**config.mk**
```make
export PLATFORM = sky130hd
export DESIGN_NAME = status_reporting_srq_unit
export DESIGN_NICKNAME = d
export VERILOG_FILES = /design/src/hw/status_pkg.sv /design/src/hw/event_group.sv /design/src/hw/status_reporting_srq_unit.sv
export SDC_FILE = /design/constraint.sdc
export NUM_CORES = 1
export LEC_CHECK = 0
export BUFFER_PORTS_ARGS = -buffer_cell sky130_fd_sc_hd__buf_2
export CAP_MARGIN = 40
export CORE_ASPECT_RATIO = 1.25
export CORE_UTILIZATION = 49
export CTS_CLUSTER_DIAMETER = 60
export DETAILED_ROUTE_END_ITERATION = 12
export PLACE_DENSITY = 0.78
export SYNTH_ARGS = -nofsm -noshare
export SYNTH_HDL_FRONTEND = slang
export SYNTH_SLANG_ARGS = --single-unit
```
**constraint.sdc**
```tcl
create_clock -name clk -period 1.59 [get_ports clk]
set_clock_uncertainty 0.1 [all_clocks]
set_input_delay 0.0795 -clock clk [delete_from_list [all_inputs] [get_ports clk]]
set_output_delay 0.0795 -clock clk [all_outputs]
set_load 0.01 [all_outputs]
```
**src/hw/status_pkg.sv**
```systemverilog
package status_pkg;
    // ==========================================
    // summary status byte bit positions
    localparam int STB_ALARM_BIT = 1;
    localparam int STB_QUAL_BIT = 3;
    localparam int STB_MSG_BIT = 4;
    localparam int STB_STD_BIT = 5;
    localparam int STB_RQS_BIT = 6;
    localparam int STB_OPER_BIT = 7;
    // ==========================================
    // measurement quality bit positions
    localparam int QUAL_VOLT_BIT = 0;
    localparam int QUAL_CURR_BIT = 1;
    localparam int QUAL_RES_BIT = 9;
    localparam int QUAL_TEMP_BIT = 10;
    localparam int QUAL_TOTAL_BIT = 11;
    localparam int QUAL_MEMFULL_BIT = 12;
    localparam logic [15:0] QUAL_USED = 16'h1e03;
    localparam logic [15:0] QUAL_OVLD = 16'h0603;
    // ==========================================
    // standard event bit positions
    localparam int STD_OPC_BIT = 0;
    localparam int STD_QUERY_BIT = 2;
    localparam int STD_DEV_BIT = 3;
    localparam int STD_EXEC_BIT = 4;
    localparam int STD_CMD_BIT = 5;
    localparam int STD_PWR_BIT = 7;
    localparam logic [15:0] STD_USED = 16'h00bd;
    localparam logic [15:0] ALARM_USED = 16'h003f;
    localparam logic [15:0] OPER_USED = 16'hfffe;
    // ==========================================
    // reset values
    localparam logic [15:0] MASK_RST = 16'h0000;
    localparam logic [7:0] SRE_RST = 8'h00;
    localparam logic [15:0] WORD_RST = 16'h0000;

    typedef enum logic [1:0] {
        GRP_ALARM = 2'b00,
        GRP_QUAL = 2'b01,
        GRP_STD = 2'b10,
        GRP_OPER = 2'b11
    } group_t;

    typedef enum logic [1:0] {
        RD_COND = 2'b00,
        RD_EVENT = 2'b01,
        RD_ENABLE = 2'b10
    } read_kind_t;

    typedef enum logic {
        SQ_IDLE = 1'b0,
        SQ_WAIT = 1'b1
    } seq_state_t;

    typedef struct packed {
        logic valid;
        logic [15:0] data;
    } reply_t;

    typedef struct packed {
        logic power_on;
        logic command;
        logic execution;
        logic device;
        logic query;
    } std_err_t;
endpackage

```
**src/hw/event_group.sv**
```systemverilog
`timescale 1ns/1ps
`default_nettype none
module event_group #(
    parameter int W = 16,
    parameter logic [15:0] USED = 16'hffff
) (
    // clock and reset
    input wire logic clk,
    input wire logic sys_rst,
    // live condition and controls
    input wire logic [W-1:0] cond_in,
    input wire logic clear_evt,
    input wire logic mask_wr,
    input wire logic [W-1:0] mask_data,
    input wire logic mask_clr,
    input wire logic rst_mask_clr,
    // state out
    output logic [W-1:0] cond_out,
    output logic [W-1:0] event_out,
    output logic [W-1:0] enable_out,
    output logic [W-1:0] rise_out,
    output logic summary
);
    import status_pkg::*;

    if (W < 1 || W > 16) begin : g_bad_width
        $error("event_group width out of range");
    end

    logic [W-1:0] used_w;
    logic [W-1:0] prev_q;
    logic [W-1:0] evt_q;
    logic [W-1:0] evt_d;
    logic [W-1:0] en_q;
    logic [W-1:0] en_d;

    // ==========================================
    // condition, event, enable
    assign used_w = USED[W-1:0];
    assign cond_out = cond_in & used_w;
    assign rise_out = cond_in & ~prev_q & used_w;
    assign evt_d = (evt_q & ~{W{clear_evt}}) | rise_out;
    assign en_d = mask_clr ? MASK_RST[W-1:0] : (mask_wr ? (mask_data & used_w) : en_q);
    assign event_out = evt_q;
    assign enable_out = en_q;
    assign summary = |(evt_q & en_q);

    always_ff @(posedge clk) begin
        if (sys_rst) begin
            prev_q <= MASK_RST[W-1:0];
            evt_q <= MASK_RST[W-1:0];
        end else begin
            prev_q <= cond_in;
            evt_q <= evt_d;
        end
    end

    always_ff @(posedge clk) begin
        if (sys_rst) begin
            en_q <= rst_mask_clr ? MASK_RST[W-1:0] : en_q;
        end else begin
            en_q <= en_d;
        end
    end

    // ==========================================
    // checks
    a_event_sticky: assert property (@(posedge clk) disable iff (sys_rst)
        (evt_q[0] && !clear_evt) |=> evt_q[0])
        else $error("event bit dropped");
    a_event_cleared: assert property (@(posedge clk) disable iff (sys_rst)
        (clear_evt && !rise_out[0]) |=> !evt_q[0])
        else $error("event bit not cleared");
    a_set_wins: assert property (@(posedge clk) disable iff (sys_rst)
        (clear_evt && rise_out[0]) |=> evt_q[0])
        else $error("clear beat set");
    a_preset_mask: assert property (@(posedge clk) disable iff (sys_rst)
        mask_clr |=> (en_q == '0))
        else $error("mask not cleared");
endmodule
`default_nettype wire

```
**src/hw/status_reporting_srq_unit.sv**
```systemverilog
`timescale 1ns/1ps
`default_nettype none
module status_reporting_srq_unit (
    // clock and power-on reset
    input wire logic clk,
    input wire logic sys_rst,
    // retained setting
    input wire logic power_on_clear_setting,
    // instrument state
    input wire logic [15:0] alarm_cond,
    input wire logic [15:0] oper_cond,
    input wire logic [4:0] overload_cond,
    input wire logic storage_full,
    input wire logic readings_lost,
    input wire status_pkg::std_err_t std_err,
    input wire logic output_buffer_has_data,
    input wire logic commands_busy,
    input wire logic scan_running,
    // command strobes
    input wire logic clear_all_status_cmd,
    input wire logic mask_preset_cmd,
    input wire logic completion_mark_cmd,
    input wire logic mask_write_cmd,
    input wire status_pkg::group_t mask_grp,
    input wire logic [15:0] mask_data,
    input wire logic summary_mask_write_cmd,
    input wire logic [7:0] summary_mask_data,
    input wire logic read_cmd,
    input wire status_pkg::group_t read_grp,
    input wire status_pkg::read_kind_t read_kind,
    input wire logic summary_read_query,
    input wire logic serial_poll,
    // answers
    output status_pkg::reply_t read_reply,
    output status_pkg::reply_t summary_reply,
    output status_pkg::reply_t poll_reply,
    output logic [7:0] summary_mask,
    output logic srq
);
    import status_pkg::*;

    logic [15:0] cond_w [4];
    logic [15:0] evt_w [4];
    logic [15:0] en_w [4];
    logic [15:0] rise_w [4];
    logic [15:0] used_w [4];
    logic [3:0] sum_w;
    logic [3:0] evt_clr_w;
    logic [3:0] mask_wr_w;
    logic [15:0] qual_cond_w;
    logic [15:0] std_cond_w;
    logic [15:0] read_word_w;
    logic [7:0] stb_base_w;
    logic [7:0] stb_poll_w;
    logic [7:0] stb_query_w;
    logic master_w;
    logic rqs_set_w;
    logic opc_done_w;
    logic sq_go_w;
    logic overload_w;
    logic pon_q;
    logic master_q;
    logic rqs_q;
    logic rqs_d;
    logic opc_pend_q;
    logic [7:0] sre_q;
    logic [7:0] sre_d;
    seq_state_t sq_q;
    seq_state_t sq_d;
    reply_t read_q;
    reply_t sum_q;
    reply_t poll_q;

    // ==========================================
    // condition sources
    assign qual_cond_w = {3'b000, storage_full & readings_lost,
        overload_cond[4:2], 7'h00, overload_cond[1:0]};
    assign overload_w = |(rise_w[GRP_QUAL] & QUAL_OVLD);
    assign opc_done_w = opc_pend_q && !commands_busy && !scan_running;
    assign std_cond_w = {8'h00, pon_q, 1'b0, std_err.command, std_err.execution,
        std_err.device | overload_w, std_err.query, 1'b0, opc_done_w};
    assign cond_w[GRP_ALARM] = alarm_cond;
    assign cond_w[GRP_QUAL] = qual_cond_w;
    assign cond_w[GRP_STD] = std_cond_w;
    assign cond_w[GRP_OPER] = oper_cond;
    assign used_w[GRP_ALARM] = ALARM_USED;
    assign used_w[GRP_QUAL] = QUAL_USED;
    assign used_w[GRP_STD] = STD_USED;
    assign used_w[GRP_OPER] = OPER_USED;

    // ==========================================
    // register groups
    for (genvar g = 0; g < 4; g++) begin : g_grp
        assign evt_clr_w[g] = clear_all_status_cmd
            || (read_cmd && read_kind == RD_EVENT && read_grp == group_t'(g));
        assign mask_wr_w[g] = mask_write_cmd && mask_grp == group_t'(g);
        event_group #(.W(16), .USED(used_w_init(g))) u_grp (
            .clk(clk),
            .sys_rst(sys_rst),
            .cond_in(cond_w[g]),
            .clear_evt(evt_clr_w[g]),
            .mask_wr(mask_wr_w[g]),
            .mask_data(mask_data),
            .mask_clr(mask_preset_cmd),
            .rst_mask_clr(g == GRP_STD ? power_on_clear_setting : 1'b1),
            .cond_out(),
            .event_out(evt_w[g]),
            .enable_out(en_w[g]),
            .rise_out(rise_w[g]),
            .summary(sum_w[g])
        );
    end

    function automatic logic [15:0] used_w_init(input int g);
        case (g)
            0: used_w_init = ALARM_USED;
            1: used_w_init = QUAL_USED;
            2: used_w_init = STD_USED;
            default: used_w_init = OPER_USED;
        endcase
    endfunction

    // ==========================================
    // summary status byte
    assign stb_base_w = {sum_w[GRP_OPER], 1'b0, sum_w[GRP_STD], output_buffer_has_data,
        sum_w[GRP_QUAL], 1'b0, sum_w[GRP_ALARM], 1'b0};
    assign master_w = |(stb_base_w & sre_q);
    assign stb_poll_w = stb_base_w | (8'(rqs_q) << STB_RQS_BIT);
    assign stb_query_w = stb_base_w | (8'(master_w) << STB_RQS_BIT);
    assign rqs_set_w = master_w && !master_q;
    assign rqs_d = rqs_set_w || (rqs_q && !serial_poll);
    assign sre_d = summary_mask_write_cmd ? summary_mask_data : sre_q;
    assign srq = rqs_q;
    assign summary_mask = sre_q;

    always_ff @(posedge clk) begin
        if (sys_rst) begin
            sre_q <= power_on_clear_setting ? SRE_RST : sre_q;
        end else begin
            sre_q <= sre_d;
        end
    end

    always_ff @(posedge clk) begin
        if (sys_rst) begin
            pon_q <= 1'b1;
            master_q <= 1'b0;
            rqs_q <= 1'b0;
            opc_pend_q <= 1'b0;
        end else begin
            pon_q <= 1'b0;
            master_q <= master_w;
            rqs_q <= rqs_d;
            opc_pend_q <= completion_mark_cmd || (opc_pend_q && !opc_done_w);
        end
    end

    // ==========================================
    // in-order summary query
    assign sq_go_w = (sq_q == SQ_WAIT) && !commands_busy;

    always_comb begin
        sq_d = sq_q;
        unique case (sq_q)
            SQ_IDLE: begin
                if (summary_read_query) begin
                    sq_d = SQ_WAIT;
                end
            end
            SQ_WAIT: begin
                if (sq_go_w) begin
                    sq_d = SQ_IDLE;
                end
            end
        endcase
    end

    // ==========================================
    // answers
    assign read_word_w = read_kind == RD_COND ? cond_w[read_grp] & used_w[read_grp]
        : (read_kind == RD_EVENT ? evt_w[read_grp] : en_w[read_grp]);
    assign read_reply = read_q;
    assign summary_reply = sum_q;
    assign poll_reply = poll_q;

    always_ff @(posedge clk) begin
        if (sys_rst) begin
            sq_q <= SQ_IDLE;
            read_q <= '0;
            sum_q <= '0;
            poll_q <= '0;
        end else begin
            sq_q <= sq_d;
            read_q <= '{valid: read_cmd, data: read_cmd ? read_word_w : WORD_RST};
            sum_q <= '{valid: sq_go_w, data: {8'h00, stb_query_w}};
            poll_q <= '{valid: serial_poll, data: {8'h00, stb_poll_w}};
        end
    end

    // ==========================================
    // checks
    a_srq_on_rise: assert property (@(posedge clk) disable iff (sys_rst)
        rqs_set_w |=> srq)
        else $error("request not raised");
    a_srq_needs_rise: assert property (@(posedge clk) disable iff (sys_rst)
        (!rqs_set_w && !srq) |=> !srq)
        else $error("request without rise");
    a_poll_releases: assert property (@(posedge clk) disable iff (sys_rst)
        (serial_poll && !rqs_set_w) |=> !srq)
        else $error("poll kept request");
    a_poll_others_kept: assert property (@(posedge clk) disable iff (sys_rst)
        serial_poll |=> (poll_reply.data[7:0] & 8'hbf) == $past(stb_base_w))
        else $error("poll answer bits wrong");
    a_poll_answer: assert property (@(posedge clk) disable iff (sys_rst)
        serial_poll |=> (poll_reply.valid && poll_reply.data[STB_RQS_BIT] == $past(rqs_q)))
        else $error("poll answer wrong");
    a_poll_reply_idle: assert property (@(posedge clk) disable iff (sys_rst)
        !serial_poll |=> !poll_reply.valid)
        else $error("poll answer unasked");
    a_query_value: assert property (@(posedge clk) disable iff (sys_rst)
        sq_go_w |=> summary_reply.data[STB_RQS_BIT] == |($past(stb_base_w) & $past(sre_q)))
        else $error("query summary bit wrong");
    a_query_keeps_srq: assert property (@(posedge clk) disable iff (sys_rst)
        (srq && !serial_poll) |=> srq)
        else $error("request dropped");
    a_query_waits: assert property (@(posedge clk) disable iff (sys_rst)
        (sq_q == SQ_WAIT && commands_busy) |=> !summary_reply.valid)
        else $error("query ran early");
    a_query_idle: assert property (@(posedge clk) disable iff (sys_rst)
        (sq_q == SQ_IDLE) |=> !summary_reply.valid)
        else $error("query answer unasked");
    a_read_pulse: assert property (@(posedge clk) disable iff (sys_rst)
        read_cmd |=> read_reply.valid)
        else $error("read not answered");
    a_read_idle_zero: assert property (@(posedge clk) disable iff (sys_rst)
        !read_cmd |=> (!read_reply.valid && read_reply.data == WORD_RST))
        else $error("read answer unasked");
    a_query_clears_qual: assert property (@(posedge clk) disable iff (sys_rst)
        (evt_clr_w[GRP_QUAL] && rise_w[GRP_QUAL] == WORD_RST) |=> evt_w[GRP_QUAL] == WORD_RST)
        else $error("quality events not cleared");
    a_clear_keeps_mask: assert property (@(posedge clk) disable iff (sys_rst)
        (clear_all_status_cmd && !mask_write_cmd && !mask_preset_cmd)
        |=> en_w[GRP_QUAL] == $past(en_w[GRP_QUAL]))
        else $error("clear all changed mask");
    a_clear_all_std: assert property (@(posedge clk) disable iff (sys_rst)
        (clear_all_status_cmd && rise_w[GRP_STD] == WORD_RST) |=> evt_w[GRP_STD] == WORD_RST)
        else $error("clear all left events");
    a_msg_flag: assert property (@(posedge clk) disable iff (sys_rst)
        stb_poll_w[STB_MSG_BIT] == output_buffer_has_data)
        else $error("message flag wrong");
    a_unused_zero: assert property (@(posedge clk) disable iff (sys_rst)
        !stb_poll_w[0] && !stb_poll_w[2] && (evt_w[GRP_QUAL] & ~QUAL_USED) == '0)
        else $error("unused bit set");
    a_qual_summary: assert property (@(posedge clk) disable iff (sys_rst)
        stb_base_w[STB_QUAL_BIT] == |(evt_w[GRP_QUAL] & en_w[GRP_QUAL]))
        else $error("quality summary wrong");
    a_alarm_summary: assert property (@(posedge clk) disable iff (sys_rst)
        stb_base_w[STB_ALARM_BIT] == |(evt_w[GRP_ALARM] & en_w[GRP_ALARM]))
        else $error("alarm summary wrong");
    a_sre_zero: assert property (@(posedge clk) disable iff (sys_rst)
        (summary_mask_write_cmd && summary_mask_data == SRE_RST) |=> summary_mask == SRE_RST)
        else $error("summary mask not cleared");
    a_qual_mask_zero: assert property (@(posedge clk) disable iff (sys_rst)
        (mask_write_cmd && mask_grp == GRP_QUAL && mask_data == MASK_RST && !mask_preset_cmd)
        |=> en_w[GRP_QUAL] == MASK_RST)
        else $error("quality mask not cleared");
    a_memfull_event: assert property (@(posedge clk) disable iff (sys_rst)
        rise_w[GRP_QUAL][QUAL_MEMFULL_BIT] |=> evt_w[GRP_QUAL][QUAL_MEMFULL_BIT])
        else $error("memory full not latched");
    a_opc_sets: assert property (@(posedge clk) disable iff (sys_rst)
        (opc_done_w && !evt_clr_w[GRP_STD]) |=> evt_w[GRP_STD][STD_OPC_BIT])
        else $error("completion not latched");
    a_opc_waits: assert property (@(posedge clk) disable iff (sys_rst)
        (opc_pend_q && scan_running) |=> !rise_w[GRP_STD][STD_OPC_BIT] || !scan_running)
        else $error("completion during scan");
    a_overload_std: assert property (@(posedge clk) disable iff (sys_rst)
        (overload_w && !clear_all_status_cmd) |=> evt_w[GRP_STD][STD_DEV_BIT])
        else $error("overload not reported");
endmodule
`default_nettype wire

```
# ---- After elaboration in Yosys (flattened, before gate mapping)
# Cells that the tools add are included.
dict set report word_totals {
  ramBits 0
  input_bits 88
  mem_bits_ro 0
  regBits 205
  word_cells 134
  out_inout_bits 60
  latch_bits 0
  mem_count 0
}
dict set report classes {
  div 0
  mul 0
  n_bitwise 33
  magnitude_cmp 1
  eq_ne 8
  reduce_logical 41
  mux 25
  shift 0
  n_addsub 0
}
# operator count
set op_table {}
lappend op_table {{16-bit two-way mux} 14}
lappend op_table {{16-bit AND} 8}
lappend op_table {{16-bit binary-select mux with 2-bit select} 4}
lappend op_table {{16-bit NOT} 5}
lappend op_table {{16-bit OR reduction} 4}
lappend op_table {{8-bit two-way mux} 3}
lappend op_table {{16-bit by 13-bit AND with 16-bit output} 1}
lappend op_table {{16-bit by 6-bit AND with 16-bit output} 1}
lappend op_table {{8-bit AND} 2}
lappend op_table {{16-bit by 13-bit OR with 16-bit output} 1}
lappend op_table {{16-bit OR} 1}
lappend op_table {{16-bit by 6-bit OR with 16-bit output} 1}
lappend op_table {{16-bit by 8-bit OR with 16-bit output} 1}
lappend op_table {{8-bit by 7-bit OR with 8-bit output} 2}
lappend op_table {{1-bit logical AND} 15}
lappend op_table {{13-bit AND} 1}
lappend op_table {{13-bit NOT} 1}
lappend op_table {{2-bit equality test (second input constant)} 4}
lappend op_table {{8-bit NOT} 1}
lappend op_table {{8-bit OR reduction} 1}
lappend op_table {{6-bit AND} 1}
lappend op_table {{2-bit by 1-bit equality test with 1-bit output (second input constant)} 3}
lappend op_table {{2-bit logical NOT} 3}
lappend op_table {{1-bit logical OR} 6}
lappend op_table {{other kinds (15)} 24}

# ---- Longest topological paths before layout
# Gate-level depths: netlist of the first run.
dict set report depth {
  ltp_word 9
  mapped_depth 7
  ltp_nobuf 6
}

# ---- Modules after synthesis
# A second synthesis of the first run with hierarchy kept.
dict set report unflattened {
  hier_cells 774
  area_unflattened_um2 8232.9
}
# module n_inst seq_area_each_um2 cells_each area_each_um2
set by_module_without_submodules {}
lappend by_module_without_submodules {{event_group at g_grp[0].u_grp ...} 3 620.6 115 1224.9}
lappend by_module_without_submodules {status_reporting_srq_unit 1 840.8 269 2810.2}
lappend by_module_without_submodules {{event_group at g_grp[3].u_grp} 1 1071.0 160 1747.9}

# ---- Worst setup path after synthesis of the first run
# OpenSTA, ideal clock, no wires.
dict set report synth_path {
  path_type {input port to flip-flop}
  from {in sys_rst}
  to {reg sre_q[0], in the netlist summary_mask[0], enable pin}
  setup_slack_ns -0.174
  required_ns 1.106
  stages 4
  arrival_ns 1.280
  n_path_buf 3
  setup_time_ns 0.384
  path_cell_list {clkbuf_2 clkbuf_1 clkbuf_1 o21ai_0}
}
dict set report synth_via {
  elab_chain_cells 2
  elab_cells_between_ends 3
  classes_between {eq/ne (1); reduce/logical (2)}
}
# item line_no
set synth_lines {}
lappend synth_lines {{start: declaration} status_reporting_srq_unit.sv:6} ;# input wire logic sys_rst,
lappend synth_lines {{2-bit by 1-bit inequality test with 1-bit output (no line) or 2-bit nonzero test (tied branches)} -}
lappend synth_lines {{2-bit AND reduction (no line) *} -}
lappend synth_lines {{end signal: assignment} status_reporting_srq_unit.sv:138} ;# sre_q <= power_on_clear_setting ? SRE_RST : sre_q;
lappend synth_lines {{end signal: assignment} status_reporting_srq_unit.sv:140} ;# sre_q <= sre_d;
lappend synth_lines {{end: declaration} status_reporting_srq_unit.sv:66} ;# logic [7:0] sre_q;
# Every way passes the cells marked *; elsewhere a longest branch is shown, timed or not.
# A chain may end at the register's enable or synchronous reset.

# ---- Final worst setup path of the first run
dict set report layout_path {
  from {reg g_grp[1].u_grp.evt_q[12]}
  to {reg rqs_q, in the netlist srq}
}
dict set report layout_via {
  elab_chain_cells 6
}
# item line_no
set layout_lines {}
lappend layout_lines {{start: declaration} event_group.sv:32} ;# logic [W-1:0] evt_q;
lappend layout_lines {{start signal: assignment} event_group.sv:51} ;# evt_q <= MASK_RST[W-1:0];
lappend layout_lines {{start signal: assignment} event_group.sv:54} ;# evt_q <= evt_d;
lappend layout_lines {{16-bit by 13-bit AND with 16-bit output} event_group.sv:46} ;# assign summary = |(evt_q & en_q);
lappend layout_lines {{16-bit OR reduction} event_group.sv:46}
lappend layout_lines {{8-bit AND} status_reporting_srq_unit.sv:127} ;# assign master_w = |(stb_base_w & sre_q);
lappend layout_lines {{8-bit OR reduction} status_reporting_srq_unit.sv:127}
lappend layout_lines {{1-bit logical AND} status_reporting_srq_unit.sv:130} ;# assign rqs_set_w = master_w && !master_q;
lappend layout_lines {{1-bit logical OR} status_reporting_srq_unit.sv:131} ;# assign rqs_d = rqs_set_w || (rqs_q && !serial_poll);
lappend layout_lines {{end signal: assignment} status_reporting_srq_unit.sv:153} ;# rqs_q <= rqs_d;
lappend layout_lines {{end: declaration} status_reporting_srq_unit.sv:63} ;# logic rqs_q;
# Every way passes these cells.

==> results of run 1 <==
[metal layers]
layer / share of wire / wire [um]
met1: 0.38 / 7220
met4: 0.050 / 971
met3: 0.076 / 1460
met2: 0.50 / 9590
met5: 0 / 0
[critical path, cell delays in order, from the launching register on]
cell and delay, ns:
dfxtp_1 0.33, a22oi_1 0.29, a31oi_1 0.18, a2111o_1 0.40, inv_1 0.07, a31oi_1 0.07
[sequential cells by signal, indices dropped and copies added (netlist names)]
| name | flops |
|---|---|
| read_reply | 17 |
| g_grp.u_grp.enable_out | 33 |
| sq_q | 1 |
| summary_mask | 8 |
| srq | 1 |
| summary_reply | 7 |
| poll_reply | 2 |
| g_grp.u_grp.prev_q | 33 |
| pon_q | 1 |
| opc_pend_q | 1 |
| g_grp.u_grp.event_out | 64 |
[cells in the mapped netlist (17+ instances only)]
cell type / number / area share
mux2i_1: 27 / 0.040
inv_1: 39 / 0.022
a22oi_1: 17 / 0.019
nor2_1: 36 / 0.020
clkbuf_1: 19 / 0.011
a21oi_1: 33 / 0.025
dfxtp_1: 154 / 0.46
buf_4: 32 / 0.036
nor2b_1: 47 / 0.044
nand2_1: 53 / 0.030
a22o_1: 30 / 0.039
and2_1: 37 / 0.034
[timing repair]
action                                  4_1_cts  5_1_grt
pin swaps                                     0        5
endpoints found under the hold margin       108        0
endpoints found under the setup margin        2        4
hold buffers                                 62        0
resized for setup                             1        7
[kinds of logic (layout without fill, tap and decap cells)]
family,count (synthesis),after routing,synth area share
simple gates,202,202,0.158
flops,168,168,0.521
compound gates,125,125,0.139
buf+inv,97,290,0.0770
mux,49,49,0.105
other cells,1,20,0.000557
[final cells by class]
cell class / instances / area, um^2 / share of cell area
sequential: 168 / 3500 / 0.396
clock inverter: 14 / 181 / 0.0205
timing repair buffer: 219 / 1570 / 0.178
inverter: 39 / 146 / 0.0165
clock buffer: 18 / 429 / 0.0484
tap: 171 / 214 / 0.0241
multi-input combinational: 396 / 2810 / 0.317
[through the flow]
step                hold slack (ns)  instances
finish                       0.0494       1025
global route                 0.0326       1025
CTS                          0.0297       1025
detailed placement            0.184        931
global placement              0.171        931
floorplan                   0.00722        661
[worst max-delay path by stage]
stage | to | slack [ns] | cells past startpoint
finish | srq | 0.04 | 5
global route | summary_reply[6] | 0.002 | 5
CTS | srq | 0.02 | 6
detailed placement | srq | 0.003 | 5
global placement | read_reply[12] | 0.02 | 7
floorplan | summary_mask[0] | -0.06 | 5
[power by group]
group / total [mW] / internal, mW / switching (mW)
combinational: 1.08 / 0.524 / 0.552
sequential: 4.58 / 4.46 / 0.124
clock: 4.30 / 2.61 / 1.69
==> metrics.cfg, run 1 <==
[status]
status = finished, final reports clean

[hold_path]
whs_endpoint = g_grp[2].u_grp.prev_q[3]
hp-start = sys_rst
hold_depth = 3
hp-class = in2reg

[sta]
setup_viol = 0
fin_crit_ns = 1.55
drv_slew = 0
period_share = 0.972
rsz0062_at_grt = false
final_hold_viol_count = 0
slew_headroom = 0.556
finalSetupTns_ns = 0
max_freq_ghz = 0.647
tightest_slew_ns = 0.667
fin_ws_ns = 0.0445

[clock_network]
clk-insertion-delay-late_ns = 0.43
clockRootBuffer = clkbuf_16
tritoncts = yes
cts_max_path_buffers = 2
cts-htree-levels = 4
post_cts_buffers = 0
clk_pin_slew_ns = 0.06
cts_buffers = 17
clock_sinks = 168

[worst_setup_path]
reg2regPathDepth = 5
rr_startpoint = g_grp[1].u_grp.event_out[12]
path_class = reg2reg
r2r_slack_ns = 0.04
cp-start-kind = flop
arrival_ns = 1.76
reg2reg_to = srq
crit_start = g_grp[1].u_grp.event_out[12]
crit_path_end_kind = flop
cp_max_fo = 3
critical_path_required_ns = 1.80

[route]
viasPerCell = 5.58
num_vias = 5715
drtIter0Drc = 354
first_pass_iters = 5
wl_per_cell_um = 18.8
antenna_left = 0
route.detailed.drc = 0
routed_wl_um = 19200

[cells_and_area]
n_antenna_cell = 0
syn_to_final_growth_pct = 31.7
num-nets-final = 929
mostFrequentLayoutCells = dfxtp_1, buf_2, dlygate4sd3_1
num-fill-cells = 970
final_design_area_no_fill_um2 = 8860
post-route-util = 0.664
layout-drive-gt1-share = 0.260
layout_commonest_cell = dfxtp_1

[floorplan]
die_w_um = 107
ioPinCount = 148
core_area_um2 = 13300
initial_core_util = 0.504
die_h_um = 133
die_area_um2 = 14200
rows = 47

[pwr]
powerDensity_nw_per_um2 = 1120
fin_total_pwr_mw = 9.96
ir_drop_mv = 0.751
leakage_nw = 3.82

[placed_design]
dpl_worst_slack_ns = 0.00282
portBuffers = 115
place_hpwl_um = 12600
gp_congestion = 0.865
placed_area_um2 = 7590

[global_routing]
grt_pass1_vias = 5837
overflow = 0
grt_use_met2 = 0.476
grt_max_degree = 37
grt_busiest_layer = met2
track_usage = 0.279
grtUsageMet1 = 0.314
antenna_found_initial = 0
gr-usage-met3 = 0.0650
grt_pass1_wl_um = 30000

[yosys]
async_flop_share = 0
synth_edf_count = 14
ys.flop_type = dfxtp_1
ys_seq_area_frac = 0.521
ys_types = 49
syn-cell-area_um2 = 6730
yosys_warnings = 0
ys_seq_elements = 168
postSynthAreaPerCell_um2 = 10.5
synth_cells = 642

[flow_run]
drv_cap = 0

Note: power is estimated with default switching activity, not from simulation.
==> inputs of run 2 (changes only) <==
--- a/config.mk
+++ b/config.mk
@@ -8,10 +8,12 @@
 export BUFFER_PORTS_ARGS = -buffer_cell sky130_fd_sc_hd__buf_2
 export CAP_MARGIN = 40
 export CORE_ASPECT_RATIO = 1.25
-export CORE_UTILIZATION = 49
+export CORE_UTILIZATION = 51
 export CTS_CLUSTER_DIAMETER = 60
 export DETAILED_ROUTE_END_ITERATION = 12
-export PLACE_DENSITY = 0.78
+export PLACE_DENSITY = 0.79
+export SKIP_CTS_REPAIR_TIMING = 1
 export SYNTH_ARGS = -nofsm -noshare
 export SYNTH_HDL_FRONTEND = slang
+export SYNTH_HIERARCHICAL = 1
 export SYNTH_SLANG_ARGS = --single-unit
==> run 2 against run 1 <==
  * The run now ends with negative setup slack left
  * Final area is 8.4% higher
  * Maximum frequency fell by 25%
  * Combinational power rose by 27%
  * Wire length down 1.5%
  * Cell count up 7.2%
  * First-iteration DRC count decreased by 2.5%
  * Sequential share of layout area shrank 0.25 points
  * Flip-flop and latch count is the same
  * Hold slack got worse by 0.034 ns
  * Highest routed layer unchanged
==> metrics.cfg, run 2 <==
[status]
status = complete, but fails checks
violations = negative setup slack

[floorplan]
ioPinCount = 148  ; unchanged
initial_core_util = 0.522  ; +0.0179
core_area_um2 = 14400  ; +7.9%
rows = 49  ; +4.3%
die_w_um = 111  ; +3.6%
die_h_um = 138  ; +3.6%
die_area_um2 = 15200  ; +7.3%

[worst_setup_path]
max_stage_delay_ns = 0.42  ; +0.02 ns
cpLargestDelayFamily = compound AO/OA/AOI/OAI gates
path_class = reg2reg
cp_num_buf_inv = 0  ; -1
r2r_slack_ns = -0.46  ; -0.50 ns
arrival_ns = 2.28  ; +0.52 ns
cp_cell_sequence = a222oi_1 > and3_1 > nand4_1 > a222oi_1 > a21oi_1 > a22o_1
crit_path_top_delay_cell = a222oi_1
reg2reg_to = srq
cp_max_fo = 2  ; -1
crit_path_end_kind = flop
rr_startpoint = g_grp[3].u_grp/enable_out[3]
critical_path_required_ns = 1.82  ; +0.02 ns
reg2regPathDepth = 6  ; +1
path_common_cell = a222oi_1
cp-start-kind = flop

[clock_network]
clk_pin_slew_ns = 0.07  ; about the same
cts-htree-levels = 4  ; unchanged
clock_sinks = 168  ; unchanged
cts_max_path_buffers = 2  ; unchanged
clockRootBuffer = clkbuf_16
cts_buffers = 17  ; unchanged
clk-insertion-delay-late_ns = 0.44  ; about the same
tritoncts = yes

[cells_and_area]
num-nets-final = 996  ; +7.2%
n_antenna_cell = 0  ; unchanged
largest_register_ffs = 64  ; unchanged
syn_to_final_growth_pct = 27.7
num-fill-cells = 1069  ; +10%
mostFrequentLayoutCells = dfxtp_1, buf_2, nor2b_1
final_design_area_no_fill_um2 = 9600  ; +8.4%
layout-drive-gt1-share = 0.258  ; -0.00154
layout_commonest_cell = dfxtp_1

[hold_path]
hold_depth = 3  ; unchanged
hp-start = sys_rst
hp-class = in2reg
whs_endpoint = summary_reply[1]

[sta]
rsz0062_at_grt = true
slew_headroom = 0.375  ; -0.181
fin_crit_ns = 2.05  ; +0.504 ns
drv_slew = 0  ; unchanged
fin_ws_ns = -0.460  ; -0.504 ns
tightest_slew_ns = 0.928  ; +0.262 ns
max_freq_ghz = 0.488  ; -25%
setup_viol = 2  ; +2
final_hold_viol_count = 0  ; unchanged
period_share = 1.29  ; +0.317

[global_routing]
grt_max_degree = 45  ; +22%
grt_pass1_vias = 5410  ; -7.3%
overflow = 0  ; unchanged
antenna_found_initial = 0  ; unchanged
grt_pass1_wl_um = 27800  ; -7.4%
track_usage = 0.241  ; -0.0381

[route]
drtIter0Drc = 345  ; -2.5%
first_pass_iters = 5  ; unchanged
routed_wl_um = 19000  ; -1.5%
antenna_left = 0  ; unchanged
viasPerCell = 5.27  ; -5.4%
wl_per_cell_um = 17.3  ; -8.1%
num_vias = 5796  ; +1.4%
route.detailed.drc = 0  ; unchanged

[pwr]
pwr-share-comb = 0.138  ; +0.030
ir_drop_mv = 0.668  ; -11%
p_sw_mw = 2.51  ; +6.0%
swShare = 0.252  ; +0.0145
leakage_nw = 4.28  ; +12%
pwr-share-seq = 0.482  ; +0.022
p_clk_frac = 0.380  ; -0.052
powerDensity_nw_per_um2 = 1040  ; -7.8%
p_int_mw = 7.44  ; -2.0%

[flow_run]
drv_cap = 0  ; unchanged

[placed_design]
portBuffers = 115  ; unchanged
placed_area_um2 = 8410  ; +11%
gp_congestion = 0.853  ; -1.4%
place_hpwl_um = 13000  ; +3.0%
dpl_worst_slack_ns = -0.428  ; -0.431 ns

[yosys]
synth_cells = 679  ; +5.8%
syn-cell-area_um2 = 7520  ; +12%
yosys_warnings = 6  ; +6
postSynthAreaPerCell_um2 = 11.1  ; +5.7%

## run 2: worst max-delay path by stage
stage                                 start   to  slack [ns]  cells past startpoint
6_report       g_grp[3].u_grp/enable_out[3]  srq       -0.46                      6
3_5_place_dp   g_grp[3].u_grp/enable_out[4]  srq       -0.43                      6
4_1_cts        g_grp[3].u_grp/enable_out[4]  srq       -0.43                      6
2_1_floorplan  g_grp[3].u_grp/enable_out[3]  srq       -0.04                      6
5_1_grt        g_grp[3].u_grp/enable_out[3]  srq       -0.51                      6
3_3_place_gp   g_grp[3].u_grp/enable_out[4]  srq       -0.30                      6
## run 2: layer usage
metal  global-route usage  wire length (um)
met3               0.0620              1360
met4                0.129               662
met1                0.282              7680
met2                0.410              9260
met5                    0                 0
## run 2: layout make-up
| class | count | area, um^2 | share of cell area |
|---|---|---|---|
| flip-flops and latches | 168 | 3770 | 0.393 |
| clock inverters | 11 | 73.8 | 0.00769 |
| repair buffers | 247 | 1750 | 0.182 |
| clock buffers | 21 | 462 | 0.0481 |
| inverters | 7 | 26.3 | 0.00274 |
| multi-input cells | 467 | 3290 | 0.343 |
| well taps | 178 | 223 | 0.0232 |
## run 2: through the flow
stage                util  TNS, ns  std cells  hold WS (ns)  power, mW
finish              0.666   -0.762       1099        0.0154       9.95
global route        0.666   -0.863       1099        0.0187       10.3
CTS                 0.621   -0.702       1035        -0.255       9.81
detailed placement  0.584    -3.34       1003         0.197       6.09
global placement    0.583    -2.17       1002         0.196       6.07
floorplan               -  -0.0391        727       0.00722       5.64
## run 2: power groups by stage
| stage | Combinational, mW | Clock (mW) | Sequential, mW |
|---|---|---|---|
| 3_3_place_gp | 1.19 | 0 | 4.87 |
| 2_1_floorplan | 0.776 | 0 | 4.87 |
| 5_1_grt | 1.48 | 3.98 | 4.82 |
| 4_1_cts | 1.22 | 3.79 | 4.79 |
| 6_report | 1.37 | 3.78 | 4.80 |
| 3_5_place_dp | 1.21 | 0 | 4.88 |
## run 2: worst min-delay path, delay by kind of cell
family | cells | cell delay [ns]
and+or+nand+nor | 1 | 0.06
buffers and inverters | 2 | 0.37
